--- src/hw/msi_pkg.sv ---
// msi_pkg: constants, field layouts and carrier types for the
// magnetometer soft-iron and axis-remap register bank.
// assumes byte-wide register access at the printed offsets.
package msi_pkg;

    // register offsets
    localparam logic [7:0] OFF_SI_ROW1COL1_LOW = 8'hC6;
    localparam logic [7:0] OFF_SI_ROW1COL1_HIGH = 8'hC7;
    localparam logic [7:0] OFF_SI_ROW1COL2_LOW = 8'hC8;
    localparam logic [7:0] OFF_SI_ROW1COL2_HIGH = 8'hC9;
    localparam logic [7:0] OFF_SI_ROW1COL3_LOW = 8'hCA;
    localparam logic [7:0] OFF_SI_ROW1COL3_HIGH = 8'hCB;
    localparam logic [7:0] OFF_SI_ROW2COL2_LOW = 8'hCC;
    localparam logic [7:0] OFF_SI_ROW2COL2_HIGH = 8'hCD;
    localparam logic [7:0] OFF_SI_ROW2COL3_LOW = 8'hCE;
    localparam logic [7:0] OFF_SI_ROW2COL3_HIGH = 8'hCF;
    localparam logic [7:0] OFF_SI_ROW3COL3_LOW = 8'hD0;
    localparam logic [7:0] OFF_SI_ROW3COL3_HIGH = 8'hD1;
    localparam logic [7:0] OFF_AXIS_ROTATION_YZ = 8'hD4;
    localparam logic [7:0] OFF_AXIS_ROTATION_X = 8'hD5;

    // coefficient slots, in address order
    localparam int NUM_COEF = 6;
    localparam logic [2:0] SLOT_ROW1COL1 = 3'h0;
    localparam logic [2:0] SLOT_ROW1COL2 = 3'h1;
    localparam logic [2:0] SLOT_ROW1COL3 = 3'h2;
    localparam logic [2:0] SLOT_ROW2COL2 = 3'h3;
    localparam logic [2:0] SLOT_ROW2COL3 = 3'h4;
    localparam logic [2:0] SLOT_ROW3COL3 = 3'h5;

    // reset values
    localparam logic [7:0] RST_COEF_LOW = 8'h00;
    localparam logic [7:0] RST_ROW1COL1_HIGH = 8'h3C;
    localparam logic [7:0] RST_OFFDIAG_HIGH = 8'h00;
    localparam logic [7:0] RST_ROW2COL2_HIGH = 8'h3C;
    localparam logic [7:0] RST_ROW3COL3_HIGH = 8'h3C;
    localparam logic [2:0] RST_Y_REMAP_SEL = 3'h0;
    localparam logic [2:0] RST_Z_REMAP_SEL = 3'h5;
    localparam logic [2:0] RST_X_REMAP_SEL = 3'h2;

    // field positions in the rotation registers
    localparam int POS_Y_REMAP_SEL = 4;
    localparam int POS_Z_REMAP_SEL = 0;
    localparam int POS_X_REMAP_SEL = 0;

    // remap selector codes, shared by all three axes
    localparam logic [2:0] REMAP_POS_Y = 3'h0;
    localparam logic [2:0] REMAP_NEG_Y = 3'h1;
    localparam logic [2:0] REMAP_POS_X = 3'h2;
    localparam logic [2:0] REMAP_NEG_X = 3'h3;
    localparam logic [2:0] REMAP_NEG_Z = 3'h4;
    localparam logic [2:0] REMAP_POS_Z = 3'h5;

    // half-precision layout: sign, 5-bit exponent, 10-bit fraction
    typedef struct packed {
        logic sign;
        logic [4:0] exponent;
        logic [9:0] fraction;
    } msi_half_t;

    typedef struct packed {
        logic signed [15:0] x;
        logic signed [15:0] y;
        logic signed [15:0] z;
    } msi_vec3_t;

    // full 3x3 matrix, row-major
    typedef struct packed {
        msi_half_t r1c1;
        msi_half_t r1c2;
        msi_half_t r1c3;
        msi_half_t r2c1;
        msi_half_t r2c2;
        msi_half_t r2c3;
        msi_half_t r3c1;
        msi_half_t r3c2;
        msi_half_t r3c3;
    } msi_matrix_t;

    typedef struct packed {
        logic wr_en;
        logic rd_en;
        logic [7:0] addr;
        logic [7:0] wdata;
    } msi_reg_req_t;

endpackage

--- src/hw/msi_axis_remap.sv ---
// msi_axis_remap: picks one remapped axis out of a raw sample.
// assumes the sample and selector are stable on the same clock.
`timescale 1ns/1ps
module msi_axis_remap
(
    input wire msi_pkg::msi_vec3_t i_raw,
    input wire logic [2:0] i_sel,
    output logic signed [15:0] o_axis
);
    import msi_pkg::*;

    // negating the most negative code would wrap, so it saturates
    function automatic logic signed [15:0] msi_negate(
        input logic signed [15:0] v);
        logic signed [15:0] r;
        r = 16'sh7FFF;
        if (v != 16'sh8000)
        begin
            r = -v;
        end
        return r;
    endfunction

    always_comb
    begin
        unique case (i_sel)
            REMAP_POS_Y: o_axis = i_raw.y;
            REMAP_NEG_Y: o_axis = msi_negate(i_raw.y);
            REMAP_POS_X: o_axis = i_raw.x;
            REMAP_NEG_X: o_axis = msi_negate(i_raw.x);
            REMAP_NEG_Z: o_axis = msi_negate(i_raw.z);
            REMAP_POS_Z: o_axis = i_raw.z;
            // codes 110 and 111 fall back to plain y on every axis
            default: o_axis = i_raw.y;
        endcase
    end

endmodule

--- src/hw/msi_regs.sv ---
// msi_regs: soft-iron coefficient and axis-rotation register bank,
// with the remapped sample and expanded matrix it drives.
// assumes the page mechanism in front presents plain byte accesses
// on i_req, and that samples come from logic on the same clock.
`timescale 1ns/1ps

// How it works
// - a coefficient is a half float: sign, 5 exponent, 10 fraction bits.
// - a coefficient's low byte is at the lower address, high byte above.
// - one stored row1-col2 value feeds both row1-col2 and row2-col1.
// - one stored row1-col3 value feeds both row1-col3 and row3-col1.
// - one stored row2-col3 value feeds both row2-col3 and row3-col2.
// - row2-col2 resets to high byte 0x3C and low byte zero.
// - row3-col3 resets to high byte 0x3C and low byte zero.
// - off-diagonal bytes and the row1-col1 low byte reset to zero.
// - the first rotation register holds y select in 6:4, z select in 2:0.
// - y select picks y, -y, x, -x, -z, z, with other codes giving y.
// - z select picks y, -y, x, -x, -z, z, with other codes giving y.
// - the second rotation register holds x select in 2:0.
// - x select picks y, -y, x, -x, -z, z, with other codes giving y.
module msi_regs
(
    input wire logic i_clk,
    input wire logic i_reset,
    input wire msi_pkg::msi_reg_req_t i_req,
    output logic [7:0] o_rdata,
    output logic o_rvalid,
    input wire logic i_sample_valid,
    input wire msi_pkg::msi_vec3_t i_sample,
    output logic o_sample_valid,
    output msi_pkg::msi_vec3_t o_sample,
    output msi_pkg::msi_matrix_t o_softiron
);
    import msi_pkg::*;

    typedef struct packed {
        logic [NUM_COEF-1:0][7:0] coef_low;
        logic [NUM_COEF-1:0][7:0] coef_high;
        logic [2:0] y_remap_sel;
        logic [2:0] z_remap_sel;
        logic [2:0] x_remap_sel;
        logic [7:0] rdata;
        logic rvalid;
        logic sample_valid;
        msi_vec3_t sample;
    } msi_state_t;

    msi_state_t state;
    msi_state_t next_state;
    msi_vec3_t remapped;

    // true when the address falls in the coefficient window
    function automatic logic msi_is_coef(input logic [7:0] addr);
        return (addr >= OFF_SI_ROW1COL1_LOW) &&
               (addr <= OFF_SI_ROW3COL3_HIGH);
    endfunction

    // coefficient slot of an address inside the window
    function automatic logic [2:0] msi_slot(input logic [7:0] addr);
        logic [7:0] rel;
        rel = addr - OFF_SI_ROW1COL1_LOW;
        return rel[3:1];
    endfunction

    function automatic msi_half_t msi_coef(
        input msi_state_t s, input logic [2:0] slot);
        // odd offsets carry bits 15:8
        return {s.coef_high[slot], s.coef_low[slot]};
    endfunction

    msi_axis_remap u_remap_x
    (
        .i_raw(i_sample),
        .i_sel(state.x_remap_sel),
        .o_axis(remapped.x)
    );

    msi_axis_remap u_remap_y
    (
        .i_raw(i_sample),
        .i_sel(state.y_remap_sel),
        .o_axis(remapped.y)
    );

    msi_axis_remap u_remap_z
    (
        .i_raw(i_sample),
        .i_sel(state.z_remap_sel),
        .o_axis(remapped.z)
    );

    always_comb
    begin
        next_state = state;
        next_state.rvalid = i_req.rd_en;
        next_state.sample_valid = i_sample_valid;
        if (i_sample_valid)
        begin
            next_state.sample = remapped;
        end
        if (i_req.wr_en)
        begin
            if (msi_is_coef(i_req.addr))
            begin
                if (i_req.addr[0])
                begin
                    next_state.coef_high[msi_slot(i_req.addr)] =
                        i_req.wdata;
                end
                else
                begin
                    next_state.coef_low[msi_slot(i_req.addr)] =
                        i_req.wdata;
                end
            end
            else if (i_req.addr == OFF_AXIS_ROTATION_YZ)
            begin
                // reserved bits 7 and 3 are dropped
                next_state.y_remap_sel =
                    i_req.wdata[POS_Y_REMAP_SEL +: 3];
                next_state.z_remap_sel =
                    i_req.wdata[POS_Z_REMAP_SEL +: 3];
            end
            else if (i_req.addr == OFF_AXIS_ROTATION_X)
            begin
                next_state.x_remap_sel =
                    i_req.wdata[POS_X_REMAP_SEL +: 3];
            end
        end
        if (i_req.rd_en)
        begin
            next_state.rdata = 8'h00;
            if (msi_is_coef(i_req.addr))
            begin
                next_state.rdata = i_req.addr[0] ?
                    state.coef_high[msi_slot(i_req.addr)] :
                    state.coef_low[msi_slot(i_req.addr)];
            end
            else if (i_req.addr == OFF_AXIS_ROTATION_YZ)
            begin
                next_state.rdata[POS_Y_REMAP_SEL +: 3] =
                    state.y_remap_sel;
                next_state.rdata[POS_Z_REMAP_SEL +: 3] =
                    state.z_remap_sel;
            end
            else if (i_req.addr == OFF_AXIS_ROTATION_X)
            begin
                next_state.rdata[POS_X_REMAP_SEL +: 3] =
                    state.x_remap_sel;
            end
        end
    end

    always_ff @(posedge i_clk or posedge i_reset)
    begin
        if (i_reset)
        begin
            state <= '0;
            for (int i = 0; i < NUM_COEF; i++)
            begin
                state.coef_low[i] <= RST_COEF_LOW;
                state.coef_high[i] <= RST_OFFDIAG_HIGH;
            end
            state.coef_high[SLOT_ROW1COL1] <= RST_ROW1COL1_HIGH;
            state.coef_high[SLOT_ROW2COL2] <= RST_ROW2COL2_HIGH;
            state.coef_high[SLOT_ROW3COL3] <= RST_ROW3COL3_HIGH;
            state.y_remap_sel <= RST_Y_REMAP_SEL;
            state.z_remap_sel <= RST_Z_REMAP_SEL;
            state.x_remap_sel <= RST_X_REMAP_SEL;
        end
        else
        begin
            state <= next_state;
        end
    end

    assign o_rdata = state.rdata;
    assign o_rvalid = state.rvalid;
    assign o_sample_valid = state.sample_valid;
    assign o_sample = state.sample;

    always_comb
    begin
        o_softiron.r1c1 = msi_coef(state, SLOT_ROW1COL1);
        o_softiron.r1c2 = msi_coef(state, SLOT_ROW1COL2);
        o_softiron.r2c1 = msi_coef(state, SLOT_ROW1COL2);
        o_softiron.r1c3 = msi_coef(state, SLOT_ROW1COL3);
        o_softiron.r3c1 = msi_coef(state, SLOT_ROW1COL3);
        o_softiron.r2c2 = msi_coef(state, SLOT_ROW2COL2);
        o_softiron.r2c3 = msi_coef(state, SLOT_ROW2COL3);
        o_softiron.r3c2 = msi_coef(state, SLOT_ROW2COL3);
        o_softiron.r3c3 = msi_coef(state, SLOT_ROW3COL3);
    end

endmodule
--- config.mk ---
export PLATFORM = sky130hd
export DESIGN_NAME = msi_regs
export DESIGN_NICKNAME = d
export VERILOG_FILES = /design/src/hw/msi_pkg.sv /design/src/hw/msi_axis_remap.sv /design/src/hw/msi_regs.sv
export SDC_FILE = /design/constraint.sdc
export NUM_CORES = 1
export LEC_CHECK = 0
export ABC_AREA = 1
export BUFFER_PORTS_ARGS = -buffer_cell sky130_fd_sc_hd__buf_2
export CAP_MARGIN = 10
export CORE_MARGIN = 2
export CORE_UTILIZATION = 56
export DETAILED_ROUTE_END_ITERATION = 12
export PLACE_DENSITY = 0.82
export SYNTH_ARGS = -nofsm -noshare
export SYNTH_HDL_FRONTEND = slang
export SYNTH_SLANG_ARGS = --single-unit
--- constraint.sdc ---
create_clock -name i_clk -period 5.3 [get_ports i_clk]
set_clock_uncertainty 0.1 [all_clocks]
set_input_delay 0.265 -clock i_clk [delete_from_list [all_inputs] [get_ports i_clk]]
set_output_delay 0.265 -clock i_clk [all_outputs]
set_load 0.1 [all_outputs]
# [After elaboration in Yosys (flattened, before gate mapping)]
# Cells that the tools add are included.
[word_totals] output_inout_bits=202 ff_bits=163 in_bits=69 elab_cells=80
[op_classes] addsub=4 magnitude_cmp=4 eq_ne=20 n_bitwise=3 muxes=22 n_reduce_logical=6
[ops] cell="16-bit case mux with 5 select lines" n=3
[ops] cell="48-bit bitwise mux" n=2
[ops] cell="8-bit binary-select mux with 3-bit select" n=2
[ops] cell="16-bit two-way mux" n=3
[ops] cell="16-bit != test, second input constant" n=3
[ops] cell="16-bit negator" n=3
[ops] cell="8-bit two-way mux" n=4
[ops] cell="8-bit demux with 3-bit select" n=1
[ops] cell="3-bit by 2-bit equality test with 1-bit output, second input constant" n=6
[ops] cell="3-bit equality test, second input constant" n=6
[ops] cell="8-bit equality test, second input constant" n=2
[ops] cell="3-bit two-way mux" n=5
[ops] cell="3-bit by 1-bit equality test with 1-bit output, second input constant" n=3
[ops] cell="3-bit AND reduction" n=3
[ops] cell="8-bit >= comparator, second input constant" n=1
[ops] cell="8-bit less-or-equal comparator, second input constant" n=1
[ops] cell="3-bit by 4-bit less-than comparator with 1-bit output, second input constant" n=1
[ops] cell="4-bit AND reduction" n=1
[ops] cell="4-bit by 3-bit subtractor with 4-bit output, second input constant" n=1
[ops] cell="3-bit by 1-bit >= comparator with 1-bit output, second input constant" n=1
[ops] cell="1-bit NOT" n=3
[ops] cell="1-bit logical AND" n=2
[ops] cell="1-bit two-way mux" n=2

# [Depth between registers and ports, before layout]
[logic_depth] ltp_word=6 ltp_mapped=13

# [By module]
# From an unflattened synthesis, not the netlist that was laid out.
[unflattened] cells_unflattened=2408 area_unflattened_um2=15300.9
[by_module_without_submodules] mod="msi_regs" cells_each=1094 n_inst=1 area_each_um2=9261.4
[by_module_without_submodules] mod="msi_axis_remap" cells_each=438 n_inst=3 area_each_um2=2013.2

# [Worst setup path before layout]
# No wires, ideal clock.
[synth_timing] kind="input to register" start="input port i_req[9] in the netlist's numbering" end="register state (netlist bit o_softiron[79])" required_time_ps=5066 path_slack_ps=3376 t_arrival_ps=1689 n_path_buf=2 stages=8 cell_sequence="ha_1 > buf_2 > clkinv_1 > nor3_1 > nand2_2 > buf_2 > nand2_1 > o21ai_0"
[synth_between] elab_chain_len=6 word_cells_on_any_way=11 classes_between="1 x add/sub; 4 x order compare; 3 x mux; 3 x reduce/logical"
[synth_rtl] element="start, declared" line="msi_regs.sv:25" rtl="input wire msi_pkg::msi_reg_req_t i_req,"
[synth_rtl] element="4-bit by 3-bit subtractor with 4-bit output" line="msi_regs.sv:61" rtl="rel = addr - OFF_SI_ROW1COL1_LOW;"
[synth_rtl] element="3-bit by 4-bit less-than comparator with 1-bit output (implied by the code) or 3-bit by 1-bit >= comparator with 1-bit output (tied branches)" line="msi_regs.sv:107" rtl="next_state.coef_high[msi_slot(i_req.addr)] ="
[synth_rtl] element="1-bit logical AND (implied by the code)" line="msi_regs.sv:107"
[synth_rtl] element="8-bit two-way mux (implied by the code)" line="msi_regs.sv:107"
[synth_rtl] element="8-bit demux with 3-bit select" line="msi_regs.sv:107"
[synth_rtl] element="48-bit bitwise mux" line="msi_regs.sv:107"
[synth_rtl] element="end signal, assigned" line="msi_regs.sv:173" rtl="state <= next_state;"
[synth_rtl] element="end, declared" line="msi_regs.sv:48" rtl="msi_state_t state;"
# Several ways; a longest one is shown, not always the timed one.
# A chain may end at the register's enable or synchronous reset.

# [Worst setup path after layout]
[layout_timing] start="register state[59] in the netlist's numbering" end="register state (netlist bit o_sample[40])"
[layout_between] elab_chain_len=2 word_cells_on_any_way=6 classes_between="5 x eq/ne; 1 x mux"
[layout_rtl] element="3-bit equality test (tied with other cells)" line="msi_axis_remap.sv:26" rtl="unique case (i_sel)"
[layout_rtl] element="16-bit case mux with 5 select lines *" line="msi_axis_remap.sv:26"
# Every way passes the cells marked *; elsewhere a longest branch is shown, timed or not.

==> flow_metrics.env <==
export IMPL_ant_nets=0
export IMPL_end_kind="flop"
export IMPL_hpwl_mm=28.9
export IMPL_drcViolationCount=0
export IMPL_antenna_found_initial=2
export IMPL_finalCriticalPeriod_ns=2.86
export IMPL_syn_area_mm2=0.0119
export IMPL_place_gp_congestion=0.988
export IMPL_clkLatencyLatePin_ns=0.44
export IMPL_die_y_um=150
export IMPL_drv_cap=0
export IMPL_synth_fa_ha_area_share_pct=0.419
export IMPL_mostFrequentLayoutCells="612 x nand2_1, 271 x buf_2, 183 x o21ai_0"
export IMPL_gr_usage_all_layers_pct=35.6
export IMPL_first_pass_iters=7
export IMPL_fmax_mhz=349
export IMPL_startpoint="state[59]$_DFFE_PP1P_"
export IMPL_finalWirelength_mm=40.2
export IMPL_dieArea_mm2=0.0225
export IMPL_cts_buffers=17
export IMPL_path_common_cell="nand2_1"
export IMPL_path_max_fanout=29
export IMPL_peakVddDrop_uv=209
export IMPL_synth_top_family_by_area="simple AND/OR/NAND/NOR gates"
export IMPL_synth_compound_area_share_pct=13.6
export IMPL_setup_viol=0
export IMPL_startpoint_type="flop"
export IMPL_maxSlewViolCount=0
export IMPL_synth_seq_cells=163
export IMPL_tightest_slew_ns=1.12
export IMPL_io_buffers=270
export IMPL_floorplan_initialDensity_pct=57.0
export IMPL_synth_xor_area_share_pct=0.660
export IMPL_crit_type="flop to flop"
export IMPL_finalCritPeriodShare_pct=54.1
export IMPL_drive_above_1_share_pct=19.8
export IMPL_area_growth_pct=4.71
export IMPL_critPathMaxStageDelay_ns=0.81
export IMPL_final_common_cell="nand2_1"
export IMPL_grt_max_degree=103
export IMPL_cts_tree="built"
export IMPL_yosys_area_share_simple_pct=31.4
export IMPL_arrival_ns=3.09
export IMPL_clkTransAtPathRegs_ns=0.07
export IMPL_synthMuxAreaShare_pct=0
export IMPL_cts_sinks=163
export IMPL_drt_iter0_markers=1406
export IMPL_cpMaxStageDelayCell="nand2_1"
export IMPL_cp_required_ns=5.53
export IMPL_htreeDepth=4
export IMPL_power_leakage_uw=0.00649
export IMPL_rows=53
export IMPL_ctsLongestPathBuffers=2
export IMPL_r2r_start="state[59]$_DFFE_PP1P_"
export IMPL_wl_per_cell_um=19.1
export IMPL_hold_class="input pin to flop"
export IMPL_hold_path_startpoint="i_sample[29]"
export IMPL_finish_utilization_pct=59.7
export IMPL_status="finished clean"
export IMPL_postSynthCellCount=1792
export IMPL_grt_pass1_wl_mm=61.5
export IMPL_fin_setup_tns_ns=0
export IMPL_via_per_inst=5.78
export IMPL_power_density_mw_per_mm2=338
export IMPL_rsz0062_at_grt="no"
export IMPL_avgSynthCellArea_um2=6.66
export IMPL_synth_warnings=0
export IMPL_fill_cells=1977
export IMPL_ios=271
export IMPL_first_global_vias=11200
export IMPL_nNetsFinal=1891
export IMPL_grt_overflow_total=0
export IMPL_dr_total_vias=12200
export IMPL_cts_root_buf="clkbuf_16"
export IMPL_core_area_mm2=0.0210
export IMPL_ys_seq_area_share_pct=34.3
export IMPL_ys_types=34
export IMPL_synth_net_count=1865
export IMPL_finalHoldViolCount=0
export IMPL_path_cells="inv_1 > nor2_1 > inv_1 > nand2_1 > o21ai_0 > a31oi_1 > nand4_1 > nand2_1 > nand2_1"
export IMPL_slew_headroom_pct=25.1
export IMPL_die_w_um=150
[sequential cells by signal, summed over array words and instances (netlist names)]
register / cells
o_rdata: 8
state: 9
o_softiron: 96
o_sample_valid: 1
o_sample: 48
o_rvalid: 1
[metrics by stage]
stage          setup WS, ns  hold WS [ns]  std cells  area [µm²]  total power (µW)
2_1_floorplan         0.555         0.196       1792       11900              2800
3_3_place_gp           2.34         0.358       2071       11900              2950
3_5_place_dp           2.25         0.360       2072       11900              2960
4_1_cts                2.63        0.0786       2106       12500              4230
5_1_grt                2.35         0.153       2106       12500              4380
6_report               2.44         0.103       2108       12500              4230
[repair_timing]
item,in CTS,in global routing
hold buffers,2,0
gates resized for setup,0,0
hold endpoints to repair,98,0
buffers inserted,0,0
[critical path, delay by kind of cell, from the launching register on]
kind	cells	cell delay [ns]
AO/OA/AOI/OAI	2	0.49
buffers and inverters	2	0.15
flip-flops	1	0.57
AND/OR/NAND/NOR	5	1.43
[synth_stat cells]
cell,number,share of area (%)
a21oi_1,88,3.7
a311oi_1,1,0.073
a31oi_1,2,0.10
buf_1,4,0.13
buf_2,11,0.46
buf_4,201,13
buf_6,6,0.57
clkbuf_1,55,1.7
clkinv_1,1,0.031
dfrtp_1,148,31
dfstp_2,15,3.3
ha_1,4,0.42
inv_1,125,3.9
inv_2,2,0.063
inv_4,1,0.052
nand2_1,612,19
nand2_2,10,0.52
nand2_4,3,0.28
nand3_1,86,3.6
nand3b_1,1,0.063
nand4_1,69,3.6
nor2_1,100,3.1
nor2_2,1,0.052
nor3_1,11,0.46
nor3_4,3,0.41
o211ai_1,1,0.063
o21a_1,2,0.13
o21ai_0,183,7.7
o21ai_1,24,1.0
o21ai_2,9,0.66
o21bai_1,1,0.063
o22ai_1,2,0.10
or2_2,1,0.052
xor2_1,9,0.66
[layer usage]
layer	GRT usage [%]	up-vias	wire length (µm)
met1	45.0	5619	15500
met5	0	-	0
met4	17.1	0	1970
met3	7.56	132	3960
met2	58.0	771	18700
li1	-	5656	-
[cells by family (layout without fill, tap and decap cells)]
kind of cell               after synthesis  count (layout)
other                                    0               2
adders and majority gates                4               4
AOI/OAI and AO/OA                      313             313
xor gates and xnor gates                 9               9
and+or+nand+nor                        897             897
buffers and inverters                  406             445
DFF                                    163             163
[worst paths after layout]
path	to	slack [ns]	depth (start not counted)
worst max-delay path	o_sample[40]$_DFFE_PP0P_	2.44	9
worst min-delay path	o_sample[45]$_DFFE_PP0P_	0.10	5
worst max register to register	o_sample[40]$_DFFE_PP0P_	2.44	9
worst min register to register	o_sample[37]$_DFFE_PP0P_	0.38	2
max in group asynchronous	o_softiron[83]$_DFFE_PP0P_	3.33	4
min in group asynchronous	o_sample[27]$_DFFE_PP0P_	0.46	3
[cell type report]
cell class                 count  area (µm²)  share of cell area [%]
clock inverter                14         158                    1.26
multi-input combinational   1223        5510                    44.1
clock buffer                  18         439                    3.51
inverter                     129         492                    3.93
antenna                        2        5.00                  0.0400
tap                          275         344                    2.75
sequential                   163        4100                    32.8
timing repair buffer         284        1460                    11.7
[power breakdown]
part	switching [µW]	total [µW]	internal, µW
clock	589	1280	686
combinational	1290	1530	243
sequential	82.0	1420	1340
(Power assumes the default switching activity.)
